`src/pkg/asq_pkg.sv`:
```
// package: register map, field layout and timing for the sequencer 1/2 sample configuration block
package asq_pkg;
	// ----------------------------------------
	// register offsets (byte addresses)
	// ----------------------------------------
	localparam logic [11:0] SEQ1_INPUT_SELECT_OFF = 12'h060;
	localparam logic [11:0] SEQ1_STEP_CONTROL_OFF = 12'h064;
	localparam logic [11:0] SEQ2_INPUT_SELECT_OFF = 12'h080;
	localparam logic [11:0] SEQ2_STEP_CONTROL_OFF = 12'h084;
	localparam logic [11:0] SEQ_RUN_CTRL_OFF = 12'h0c0;
	localparam logic [11:0] SEQ_STATUS_OFF = 12'h0c4;
	localparam logic [11:0] IRQ_STATUS_OFF = 12'h0c8;
	localparam logic [11:0] IRQ_ENABLE_OFF = 12'h0cc;
	localparam logic [11:0] IRQ_CLEAR_OFF = 12'h0d0;
	// ----------------------------------------
	// field layout
	// ----------------------------------------
	localparam int STEPS = 4;
	localparam int SEL_W = 3;
	localparam int SEL_PITCH = 4;
	localparam int CTL_PITCH = 4;
	localparam int CTL_DIFF_POS = 0;
	localparam int CTL_LAST_POS = 1;
	localparam int CTL_IRQ_POS = 2;
	localparam int CTL_TEMP_POS = 3;
	localparam logic [15:0] SEL_WRITE_MASK = 16'h7777;
	localparam logic [15:0] CTL_WRITE_MASK = 16'hffff;
	// ----------------------------------------
	// reset values
	// ----------------------------------------
	localparam logic [15:0] SEL_RESET = 16'h0000;
	localparam logic [15:0] CTL_RESET = 16'h0000;
	localparam logic [1:0] IRQ_RESET = 2'h0;
	// ----------------------------------------
	// timing
	// ----------------------------------------
	localparam int CLK_PERIOD_NS = 50;
	localparam int CONV_TIME_NS = 1000;
	localparam int CONV_CYCLES = (CONV_TIME_NS + CLK_PERIOD_NS - 1) / CLK_PERIOD_NS;
	localparam int CNT_W = 8;

	typedef enum logic [1:0] {
		ASQ_IDLE = 2'b00,
		ASQ_CONV = 2'b01,
		ASQ_NEXT = 2'b10
	} asq_state_type;
endpackage

```
`src/logic/asq_sample_config.sv`:
```
// top: apb register bank for sequencers 1 and 2 plus their step engines
// ----------------------------------------
// ----------------------------------------
//
// The APB slave port is this design's own decision.
`timescale 1ns/1ps
module asq_sample_config import asq_pkg::*; #(
	parameter int CONV_CNT = CONV_CYCLES
) (
	input wire logic pclk,
	input wire logic presetn,
	input wire logic psel,
	input wire logic penable,
	input wire logic pwrite,
	input wire logic [11:0] paddr,
	input wire logic [31:0] pwdata,
	output logic [31:0] prdata,
	output logic pready,
	output logic pslverr,
	output logic irq,
	output logic [1:0] conv_valid,
	output logic [5:0] conv_input,
	output logic [1:0] conv_diff,
	output logic [1:0] conv_temp
);
	// ----------------------------------------
	// address decode
	// ----------------------------------------
	function automatic logic [3:0] reg_hit(input logic [11:0] a);
		case (a)
			SEQ1_INPUT_SELECT_OFF: reg_hit = 4'h1;
			SEQ1_STEP_CONTROL_OFF: reg_hit = 4'h2;
			SEQ2_INPUT_SELECT_OFF: reg_hit = 4'h3;
			SEQ2_STEP_CONTROL_OFF: reg_hit = 4'h4;
			SEQ_RUN_CTRL_OFF: reg_hit = 4'h5;
			SEQ_STATUS_OFF: reg_hit = 4'h6;
			IRQ_STATUS_OFF: reg_hit = 4'h7;
			IRQ_ENABLE_OFF: reg_hit = 4'h8;
			IRQ_CLEAR_OFF: reg_hit = 4'h9;
			default: reg_hit = 4'h0;
		endcase
	endfunction

	// ----------------------------------------
	// registers
	// ----------------------------------------
	logic [15:0] sel_r [2], sel_nxt [2];
	logic [15:0] ctl_r [2], ctl_nxt [2];
	logic [1:0] ist_r, ist_nxt;
	logic [1:0] ien_r, ien_nxt;
	logic [31:0] prdata_r, prdata_nxt;
	logic pready_r, pready_nxt;
	logic pslverr_r, pslverr_nxt;
	logic irq_r, irq_nxt;
	logic [1:0] start_r, start_nxt;
	logic [1:0] cv_r, cv_nxt, cd_r, cd_nxt, ct_r, ct_nxt;
	logic [5:0] ci_r, ci_nxt;
	logic [3:0] hit;
	logic setup, wr_acc;
	logic [1:0] busy, cvw, cdw, ctw, sirq;
	logic [2:0] ciw [2];

	assign hit = reg_hit(paddr);
	// answer one cycle after setup; access ends at the edge where pready is high
	assign setup = psel && !penable;
	assign wr_acc = psel && penable && pready_r && pwrite && !pslverr_r;

	always_comb begin
		for (int s = 0; s < 2; s++) begin
			sel_nxt[s] = sel_r[s];
			ctl_nxt[s] = ctl_r[s];
		end
		ien_nxt = ien_r;
		start_nxt = 2'h0;
		if (wr_acc) begin
			case (hit)
				4'h1: sel_nxt[0] = pwdata[15:0] & SEL_WRITE_MASK;
				4'h2: ctl_nxt[0] = pwdata[15:0] & CTL_WRITE_MASK;
				4'h3: sel_nxt[1] = pwdata[15:0] & SEL_WRITE_MASK;
				4'h4: ctl_nxt[1] = pwdata[15:0] & CTL_WRITE_MASK;
				4'h5: start_nxt = pwdata[1:0] & ~busy;
				4'h8: ien_nxt = pwdata[1:0];
				default: begin
				end
			endcase
		end
	end

	// sticky status; a completion in the clearing cycle wins
	always_comb begin
		ist_nxt = ist_r;
		if (wr_acc && hit == 4'h9) begin
			ist_nxt = ist_nxt & ~pwdata[1:0];
		end
		ist_nxt = ist_nxt | sirq;
		irq_nxt = |(ist_nxt & ien_nxt);
	end

	always_comb begin
		prdata_nxt = prdata_r;
		pready_nxt = 1'b0;
		pslverr_nxt = 1'b0;
		if (setup) begin
			pready_nxt = 1'b1;
			pslverr_nxt = (hit == 4'h0);
			case (hit)
				4'h1: prdata_nxt = {16'h0000, sel_r[0]};
				4'h2: prdata_nxt = {16'h0000, ctl_r[0]};
				4'h3: prdata_nxt = {16'h0000, sel_r[1]};
				4'h4: prdata_nxt = {16'h0000, ctl_r[1]};
				4'h6: prdata_nxt = {30'h0, busy};
				4'h7: prdata_nxt = {30'h0, ist_r};
				4'h8: prdata_nxt = {30'h0, ien_r};
				default: prdata_nxt = 32'h00000000;
			endcase
		end
	end

	always_comb begin
		cv_nxt = cvw;
		cd_nxt = cdw;
		ct_nxt = ctw;
		ci_nxt = {ciw[1], ciw[0]};
	end

	// ----------------------------------------
	// engines
	// ----------------------------------------
	genvar g;
	generate
		for (g = 0; g < 2; g++) begin : g_seq
			asq_seq_engine #(.CONV_CNT(CONV_CNT)) u_eng (
				.pclk(pclk),
				.presetn(presetn),
				.start(start_r[g]),
				.sel_cfg(sel_r[g]),
				.ctl_cfg(ctl_r[g]),
				.busy(busy[g]),
				.conv_valid(cvw[g]),
				.conv_input(ciw[g]),
				.conv_diff(cdw[g]),
				.conv_temp(ctw[g]),
				.step_irq(sirq[g]),
				.seq_done()
			);
		end
	endgenerate

	// ----------------------------------------
	// flops
	// ----------------------------------------
	always_ff @(posedge pclk or negedge presetn) begin
		if (!presetn) begin
			for (int s = 0; s < 2; s++) begin
				sel_r[s] <= SEL_RESET;
				ctl_r[s] <= CTL_RESET;
			end
			ist_r <= IRQ_RESET;
			ien_r <= IRQ_RESET;
			prdata_r <= 32'h00000000;
			pready_r <= 1'b0;
			pslverr_r <= 1'b0;
			irq_r <= 1'b0;
			start_r <= 2'h0;
			cv_r <= 2'h0;
			cd_r <= 2'h0;
			ct_r <= 2'h0;
			ci_r <= 6'h00;
		end else begin
			for (int s = 0; s < 2; s++) begin
				sel_r[s] <= sel_nxt[s];
				ctl_r[s] <= ctl_nxt[s];
			end
			ist_r <= ist_nxt;
			ien_r <= ien_nxt;
			prdata_r <= prdata_nxt;
			pready_r <= pready_nxt;
			pslverr_r <= pslverr_nxt;
			irq_r <= irq_nxt;
			start_r <= start_nxt;
			cv_r <= cv_nxt;
			cd_r <= cd_nxt;
			ct_r <= ct_nxt;
			ci_r <= ci_nxt;
		end
	end

	assign prdata = prdata_r;
	assign pready = pready_r;
	assign pslverr = pslverr_r;
	assign irq = irq_r;
	assign conv_valid = cv_r;
	assign conv_input = ci_r;
	assign conv_diff = cd_r;
	assign conv_temp = ct_r;
endmodule

```
`src/logic/asq_seq_engine.sv`:
```
// step engine: walks one sequencer's steps, up to the one marked last or the fourth, using its configuration
`timescale 1ns/1ps
module asq_seq_engine import asq_pkg::*; #(
	parameter int CONV_CNT = CONV_CYCLES
) (
	input wire logic pclk,
	input wire logic presetn,
	input wire logic start,
	input wire logic [15:0] sel_cfg,
	input wire logic [15:0] ctl_cfg,
	output logic busy,
	output logic conv_valid,
	output logic [2:0] conv_input,
	output logic conv_diff,
	output logic conv_temp,
	output logic step_irq,
	output logic seq_done
);
	asq_state_type state_r, state_nxt;
	logic [1:0] step_r, step_nxt;
	logic [CNT_W-1:0] cnt_r, cnt_nxt;
	logic [3:0] ctl_now;

	assign ctl_now = ctl_cfg[step_r*CTL_PITCH +: CTL_PITCH];
	assign busy = (state_r != ASQ_IDLE);
	assign conv_input = sel_cfg[step_r*SEL_PITCH +: SEL_W];
	assign conv_diff = ctl_now[CTL_DIFF_POS];
	assign conv_temp = ctl_now[CTL_TEMP_POS];
	assign conv_valid = (state_r == ASQ_CONV);

	always_comb begin
		state_nxt = state_r;
		step_nxt = step_r;
		cnt_nxt = cnt_r;
		step_irq = 1'b0;
		seq_done = 1'b0;
		case (state_r)
			ASQ_IDLE: begin
				if (start) begin
					state_nxt = ASQ_CONV;
					step_nxt = 2'h0;
					cnt_nxt = CNT_W'(CONV_CNT - 1);
				end
			end
			ASQ_CONV: begin
				if (cnt_r == '0) begin
					state_nxt = ASQ_NEXT;
				end else begin
					cnt_nxt = cnt_r - 1'b1;
				end
			end
			ASQ_NEXT: begin
				step_irq = ctl_now[CTL_IRQ_POS];
				// no marked step: stop after the fourth so the engine cannot spin
				if (ctl_now[CTL_LAST_POS] || step_r == 2'h3) begin
					seq_done = 1'b1;
					state_nxt = ASQ_IDLE;
				end else begin
					step_nxt = step_r + 1'b1;
					cnt_nxt = CNT_W'(CONV_CNT - 1);
					state_nxt = ASQ_CONV;
				end
			end
			default: begin
				state_nxt = ASQ_IDLE;
			end
		endcase
	end

	always_ff @(posedge pclk or negedge presetn) begin
		if (!presetn) begin
			state_r <= ASQ_IDLE;
			step_r <= 2'h0;
			cnt_r <= '0;
		end else begin
			state_r <= state_nxt;
			step_r <= step_nxt;
			cnt_r <= cnt_nxt;
		end
	end
endmodule

```
`config.mk`:
```
export PLATFORM = sky130hd
export DESIGN_NAME = asq_sample_config
export DESIGN_NICKNAME = d
export VERILOG_FILES = /design/src/pkg/asq_pkg.sv /design/src/logic/asq_sample_config.sv /design/src/logic/asq_seq_engine.sv
export SDC_FILE = /design/constraint.sdc
export NUM_CORES = 1
export LEC_CHECK = 0
export ABC_AREA = 1
export BUFFER_PORTS_ARGS = -buffer_cell sky130_fd_sc_hd__buf_2
export CELL_PAD_IN_SITES_DETAIL_PLACEMENT = 2
export CELL_PAD_IN_SITES_GLOBAL_PLACEMENT = 2
export CORE_MARGIN = 4
export CORE_UTILIZATION = 30
export DETAILED_ROUTE_END_ITERATION = 6
export GPL_ROUTABILITY_DRIVEN = 0
export HOLD_SLACK_MARGIN = 0.08
export PLACE_DENSITY_LB_ADDON = 0.1
export SYNTH_ARGS = -nofsm -noshare
export SYNTH_HDL_FRONTEND = slang
export SYNTH_SLANG_ARGS = --single-unit
```
`constraint.sdc`:
```
create_clock -name pclk -period 1.23 [get_ports pclk]
set_input_delay 0.123 -clock pclk [delete_from_list [all_inputs] [get_ports pclk]]
set_output_delay 0.123 -clock pclk [all_outputs]
set_load 0.02 [all_outputs]
```
==> impl_metrics.csv, run 1 <==
group,metric,value,unit
synth,syn_area_per_cell,7.85,sq um
timing,slew_viol_final,0,
global_routing,grt_pass1_vias,6983,
min_path,min_path_type,"primary input to register",
global_routing,grt_usage,23.2,%
critical_path,cp_top_family,"simple AND/OR/NAND/NOR gates",
clock_network,cts_tree,"built",
synth,ys_warn_count,0,
layout,drive_gt1_share,46.9,%
critical_path,cp_slowest_cell,"dfrtp_2",
status,violations,"negative setup slack",
critical_path,worstSetupPathType,"register to register",
synth,ys_ff_latch,117,
timing,timing.fmax,638,MHz
synth,synth_area_leaders,"dfrtp_1 49%, nand2_1 13%, nand3_1 6.4%, nor2_1 5.2%, o21ai_0 4.5%",
placed_design,hpwl,16000,microns
critical_path,path_cells,"buf_4 > nand3_2 > nand4_1 > nand2_2 > nand2_4 > buf_6 > nand2_2 > nand2_2",
drt,drt_iter0_markers,351,
layout,postLayoutCoreUtil,49.9,%
floorplan,initial_core_util,30.7,%
min_path,hold_start,"pwdata[5]",
status,status,"finished with violations",
critical_path,cpMostUsedCell,"nand2_2",
floorplan,die_w,149,microns
clock_network,clkLatencyLatePin,440,ps
global_routing,grt_antenna_before_repair,1,
drt,drtPass1Iterations,4,
critical_path,worst_ep_required_time,1560,ps
clock_network,numCtsBuffers,17,
global_routing,grt_pass1_wl,39700,microns
floorplan,coreArea,19500,sq um
synth,synth_cells,763,
global_routing,grt_max_degree,70,
drt,dr_total_vias,6420,
timing,finalSetupViolations,91,
layout,antenna_cells,0,
power_and_ir_drop,irDropWorstVdd,1.15,mV
floorplan,die-area,22300,sq um
drt,drcViolationCount,0,
power_and_ir_drop,power,16.8,mW
timing,whs,82.1,ps
job,drv_cap,0,
synth,synth_area,5990,sq um
timing,period_share,128,%
critical_path,endpoint_kind,"register",
clock_network,clk_pin_slew,70,ps
timing,fin_ws,-338,ps
timing,rsz0062_at_grt,"yes",
drt,wl_per_cell,24.0,microns
floorplan,rows,51,
clock_network,max-clock-path-buffers,2,
synth,synthDistinctLibCells,32,
floorplan,io_pins,96,
power_and_ir_drop,power.leakage,4.74,nW
critical_path,critPathArrivalTime,1890,ps
timing,clock_skew,13.2,ps
critical_path,path_buf_inv,2,
critical_path,cp-start-kind,"register",
global_routing,grt_overflow,0,
synth,yosysSeqAreaShare,48.9,%
drt,drtAntennaViolNets,0,
timing,fin_crit,1570,ps
synth,netlist.area_leader.share,48.9,%
timing,hold_viol,0,
drt,via_per_inst,5.16,
synth,yosysTopAreaCell,"dfrtp_1",
placed_design,portBuffers,63,
clock_network,cts-root-buf,"clkbuf_16",
floorplan,chipHeight,149,microns
layout,area_growth,62.8,%
critical_path,worstPathMaxFanout,5,
layout,layout.nets,1020,
timing,fin_setup_tns,-17870,ps
clock_network,htreeDepth,4,
drt,wl,29900,microns
critical_path,slowest_delay,460,ps
clock_network,numClockSinks,117,
critical_path,cp-startpoint,"g_seq[1].u_eng.step_r[1]$_DFFE_PN0P_",
critical_path,rr_startpoint,"g_seq[1].u_eng.step_r[1]$_DFFE_PN0P_",
power_and_ir_drop,powerDensity,1730,nW/um^2
sequential cells by signal, summed over array words and instances, names as in the netlist:
name                 flops
ctl_r                   32
sel_r                   24
g_seq.u_eng.cnt_r       16
prdata                  16
conv_input               6
g_seq.u_eng.state_r      4
g_seq.u_eng.step_r       4
conv_diff                2
conv_temp                2
conv_valid               2
ien_r                    2
ist_r                    2
start_r                  2
irq                      1
pready                   1
pslverr                  1
power by group:
group | internal, mW | total [mW] | switching (mW)
Combinational | 2.94 | 6.90 | 3.96
Sequential | 4.34 | 4.72 | 0.377
Clock | 3.34 | 5.23 | 1.89
worst register-to-register path: stages (launching register included):
cell	delay, ps
dfrtp_2	460
buf_4	200
nand3_2	80
nand4_1	200
nand2_2	190
nand2_4	100
buf_6	150
nand2_2	60
nand2_2	40
timing repair:
| item | in CTS | in global routing |
|---|---|---|
| pin swaps | 25 | 37 |
| setup buffers | 18 | 7 |
| gates resized for setup | 102 | 230 |
| endpoints found under the setup margin | 92 | 98 |
| cloned | 4 | 9 |
| hold buffers | 16 | 0 |
| endpoints found under the hold margin | 163 | 0 |
synth_stat cells, drive strengths merged:
cell type / n
nand2: 212
dfrtp: 117
nor2: 90
o21ai: 90
nand3: 78
inv: 67
buf: 35
nand4: 12
o22ai: 12
xor2: 12
clkbuf: 10
ha: 6
nor3: 6
a21o: 4
a21oi: 4
nand3b: 2
nor4: 2
and2: 1
and3: 1
conb: 1
or2: 1
path summary, 6_finish.rpt:
path                                                       end  slack (ps)  cells past startpoint
setup / recovery           g_seq[1].u_eng.cnt_r[3]$_DFFE_PN0P_        -340                      8
hold / removal                           sel_r[21]$_DFFE_PN0P_          80                      3
setup reg to reg           g_seq[1].u_eng.cnt_r[3]$_DFFE_PN0P_        -340                      8
hold reg to reg                         prdata[15]$_DFFE_PN0P_         470                      1
max in group asynchronous               prdata[12]$_DFFE_PN0P_         620                      3
min in group asynchronous                prdata[0]$_DFFE_PN0P_         250                      3
cell families after synthesis:
family                     share of synthesized area, %
AOI/OAI and AO/OA                                  9.74
xor gates and xnor gates                           1.76
adders and majority gates                          1.25
buffers and inverters                              8.88
DFF                                                48.9
other                                            0.0626
and+or+nand+nor                                    29.4
cell type report:
cell class	count	area, sq um
inverter	67	269
fill	2079	9780
tap	265	332
sequential	117	2940
clock inverter	8	123
multi-input combinational	549	3680
timing repair buffer	213	1930
clock buffer	24	482
metrics by stage:
step / area [sq um] / worst slack, ps / instances
after floorplan: 6110 / -120 / 778
after global placement: 7360 / -235 / 1162
after detailed placement: 7360 / -322 / 1162
after CTS: 8720 / -242 / 1231
after global routing: 9750 / -396 / 1243
final: 9750 / -338 / 1243
metal layers:
layer	vias up	part of all wire, %	global-route usage, %
li1	2864	-	-
met4	0	3.8	6.04
met5	-	0	0
met3	68	3.1	4.62
met2	170	54	42.5
met1	3318	40	27.7
layout by cell type, fill, tap and decap left out, types with 6 or more instances in the layout:
master / n
nand2_1: 111
dfrtp_1: 111
buf_4: 96
nor2_1: 67
nand3_1: 66
buf_2: 62
nand2_4: 61
o21ai_2: 58
inv_1: 52
nand2_2: 37
clkbuf_16: 24
o21ai_1: 23
conb_1: 16
dlygate4sd3_1: 16
buf_12: 15
nor2_4: 12
nand4_1: 12
xor2_1: 12
buf_6: 12
inv_2: 11
nor2_2: 11
o22ai_1: 8
nand3_2: 8
o21ai_0: 7
dfrtp_2: 6
Note: power is estimated with default switching activity, not from simulation.
==> inputs of run 2 (changes only) <==
--- a/config.mk
+++ b/config.mk
@@ -17,4 +17,5 @@
 export PLACE_DENSITY_LB_ADDON = 0.1
 export SYNTH_ARGS = -nofsm -noshare
 export SYNTH_HDL_FRONTEND = slang
+export SYNTH_HIERARCHICAL = 1
 export SYNTH_SLANG_ARGS = --single-unit
==> impl_metrics.csv, run 2 <==
group,metric,value,unit
status,status,"finished with violations",
status,violations,"negative setup slack",
layout,final_common_cell,"nand2_1",
clock_network,htreeDepth,4,
layout,multiInputGateArea,4080,sq um
timing,fin_crit,1530,ps
timing,fin_setup_tns,-18720,ps
layout,stdcell_area,10200,sq um
power_and_ir_drop,p_switching,2.33,mW
critical_path,slowest_delay,410,ps
layout,drive_gt1_share,49.8,%
job,drv_cap,0,
floorplan,coreArea,21100,sq um
power_and_ir_drop,swShare,25.1,%
critical_path,path_cells,"inv_2 > nand2_2 > nor3_4 > buf_12 > buf_12 > nand4_1 > nand3b_1 > nand2_1 > nand2_1",
synth,syn_area_per_cell,8.03,sq um
placed_design,dp.cells,1220,
placed_design,portBuffers,63,
drt,drtAntennaViolNets,0,
placed_design,place_area,7960,sq um
critical_path,rr_startpoint,"pslverr$_DFF_PN0_",
drt,drt_iter0_markers,342,
power_and_ir_drop,p_int,6.95,mW
critical_path,worst_ep_required_time,1590,ps
clock_network,cts-root-buf,"clkbuf_16",
timing,timing.fmax,652,MHz
power_and_ir_drop,p_clk_share,53.3,%
floorplan,rows,53,
floorplan,die_w,155,microns
min_path,min_path_type,"primary input to register",
min_path,whs_path_depth,3,
floorplan,io_pins,96,
critical_path,worstPathMaxFanout,6,
drt,drcViolationCount,0,
global_routing,grt_pass1_wl,41600,microns
layout,fillers,2237,
drt,dr_total_vias,6688,
layout,instances_no_fill,1296,
clock_network,numCtsBuffers,17,
critical_path,critPathArrivalTime,1890,ps
placed_design,place_ws,-320,ps
timing,rsz0062_at_grt,"yes",
critical_path,cp-startpoint,"pslverr$_DFF_PN0_",
drt,wl,30800,microns
power_and_ir_drop,irDropWorstVdd,0.791,mV
layout,seq_area,2930,sq um
power_and_ir_drop,powerDensity,914,nW/um^2
synth,ys_warn_count,6,
synth,synth_cells,804,
timing,period_share,125,%
critical_path,path_buf_inv,3,
synth,synth_area,6460,sq um
timing,clock_skew,12.9,ps
drt,drtPass1Iterations,5,
clock_network,numClockSinks,117,
clock_network,clk_pin_slew,60,ps
power_and_ir_drop,power_frac_seq,41.5,%
power_and_ir_drop,combPwrFrac,5.2,%
timing,finalSetupViolations,88,
critical_path,reg2reg_slack,-300,ps
clock_network,cts_tree,"built",
critical_path,cp_slowest_cell,"dfrtp_2",
layout,most-common-layout-cells,"144 x nand2_1, 112 x dfrtp_1, 87 x buf_4, 65 x nor2_1, 62 x nand2_4",
critical_path,cp-start-kind,"register",
timing,fin_ws,-303,ps
global_routing,grt_usage,22.4,%
global_routing,grt_overflow,0,
timing,whs,97.7,ps
layout,layout.nets,1064,
layout,antenna_cells,0,
clock_network,max-clock-path-buffers,2,
power_and_ir_drop,power.leakage,5.07,nW
floorplan,chipHeight,155,microns
critical_path,cp_top_family,"simple AND/OR/NAND/NOR gates",
placed_design,hpwl,18300,microns
layout,area_growth,57.3,%
critical_path,reg2reg_depth,9,
clock_network,clkLatencyLatePin,430,ps
layout,biggestRegsByFlops,"ctl_r x32, sel_r x24",
critical_path,crit_end,"irq$_DFF_PN0_",
critical_path,cp_num_cells,9,
drt,via_per_inst,5.16,
global_routing,grt_pass1_vias,7121,
critical_path,endpoint_kind,"register",
layout,largest_reg_flops,32,
floorplan,initial_core_util,30.6,%
timing,hold_viol,0,
drt,wl_per_cell,23.8,microns
global_routing,grt_antenna_before_repair,0,
global_routing,grt_max_degree,46,
critical_path,r2r-end,"irq$_DFF_PN0_",
timing,slew_viol_final,0,
layout,top_register,"ctl_r",
floorplan,die-area,23900,sq um
critical_path,worstSetupPathType,"register to register",
run 2: tightest hold or removal path, stage by stage:
cell and delay [ps]:
buf_2 100, nor2_2 40, buf_4 190
run 2: layout make-up:
| type | count | area share (%) |
|---|---|---|
| clock buffers | 18 | 4.23 |
| flip-flops and latches | 117 | 28.9 |
| multi-input cells | 600 | 40.2 |
| well taps | 275 | 3.39 |
| inverters | 63 | 2.54 |
| clock inverters | 13 | 1.32 |
| repair buffers | 210 | 19.5 |
run 2: how the worst min path moves through the flow:
stage	startpoint	to	slack, ps
finish	penable	pready$_DFF_PN0_	100
global route	penable	pready$_DFF_PN0_	110
CTS	pwdata[13]	sel_r[13]$_DFFE_PN0P_	80
detailed placement	presetn	pslverr$_DFF_PN0_	40
global placement	presetn	pready$_DFF_PN0_	40
floorplan	presetn	conv_diff[0]$_DFF_PN0_	-170
run 2: power groups by stage:
stage               clock, mW  combinational (mW)  sequential (mW)
floorplan                   0               0.194             3.93
global placement            0               0.414             3.93
detailed placement          0               0.429             3.93
CTS                      4.97               0.456             3.86
global route             5.23               0.523             3.86
finish                   4.95               0.478             3.86
run 2: through the flow:
step | util (%) | total power [mW]
global placement | 37.8 | 4.34
finish | 48.2 | 9.28
global route | 48.2 | 9.60
detailed placement | 37.8 | 4.36
floorplan | - | 4.13
CTS | 43.0 | 9.28
run 2: repair_timing:
item                                   in CTS  in global routing
cloned                                      4                 12
endpoints found under the hold margin     133                  0
resized for setup                          98                184
buffers inserted                           14                 12
setup endpoints to repair                  88                 98
pin swaps                                  42                 44
hold buffers                                8                  0
run 2: metal layers:
metal / routed length [microns] / part of all wire, % / vias up / track usage (%)
met2: 16800 / 54 / 158 / 40.7
met5: 0 / 0 / - / 0
met3: 1100 / 3.6 / 40 / 2.88
met4: 562 / 1.8 / 0 / 4.92
li1: - / - / 3014 / -
met1: 12400 / 40 / 3476 / 28.3
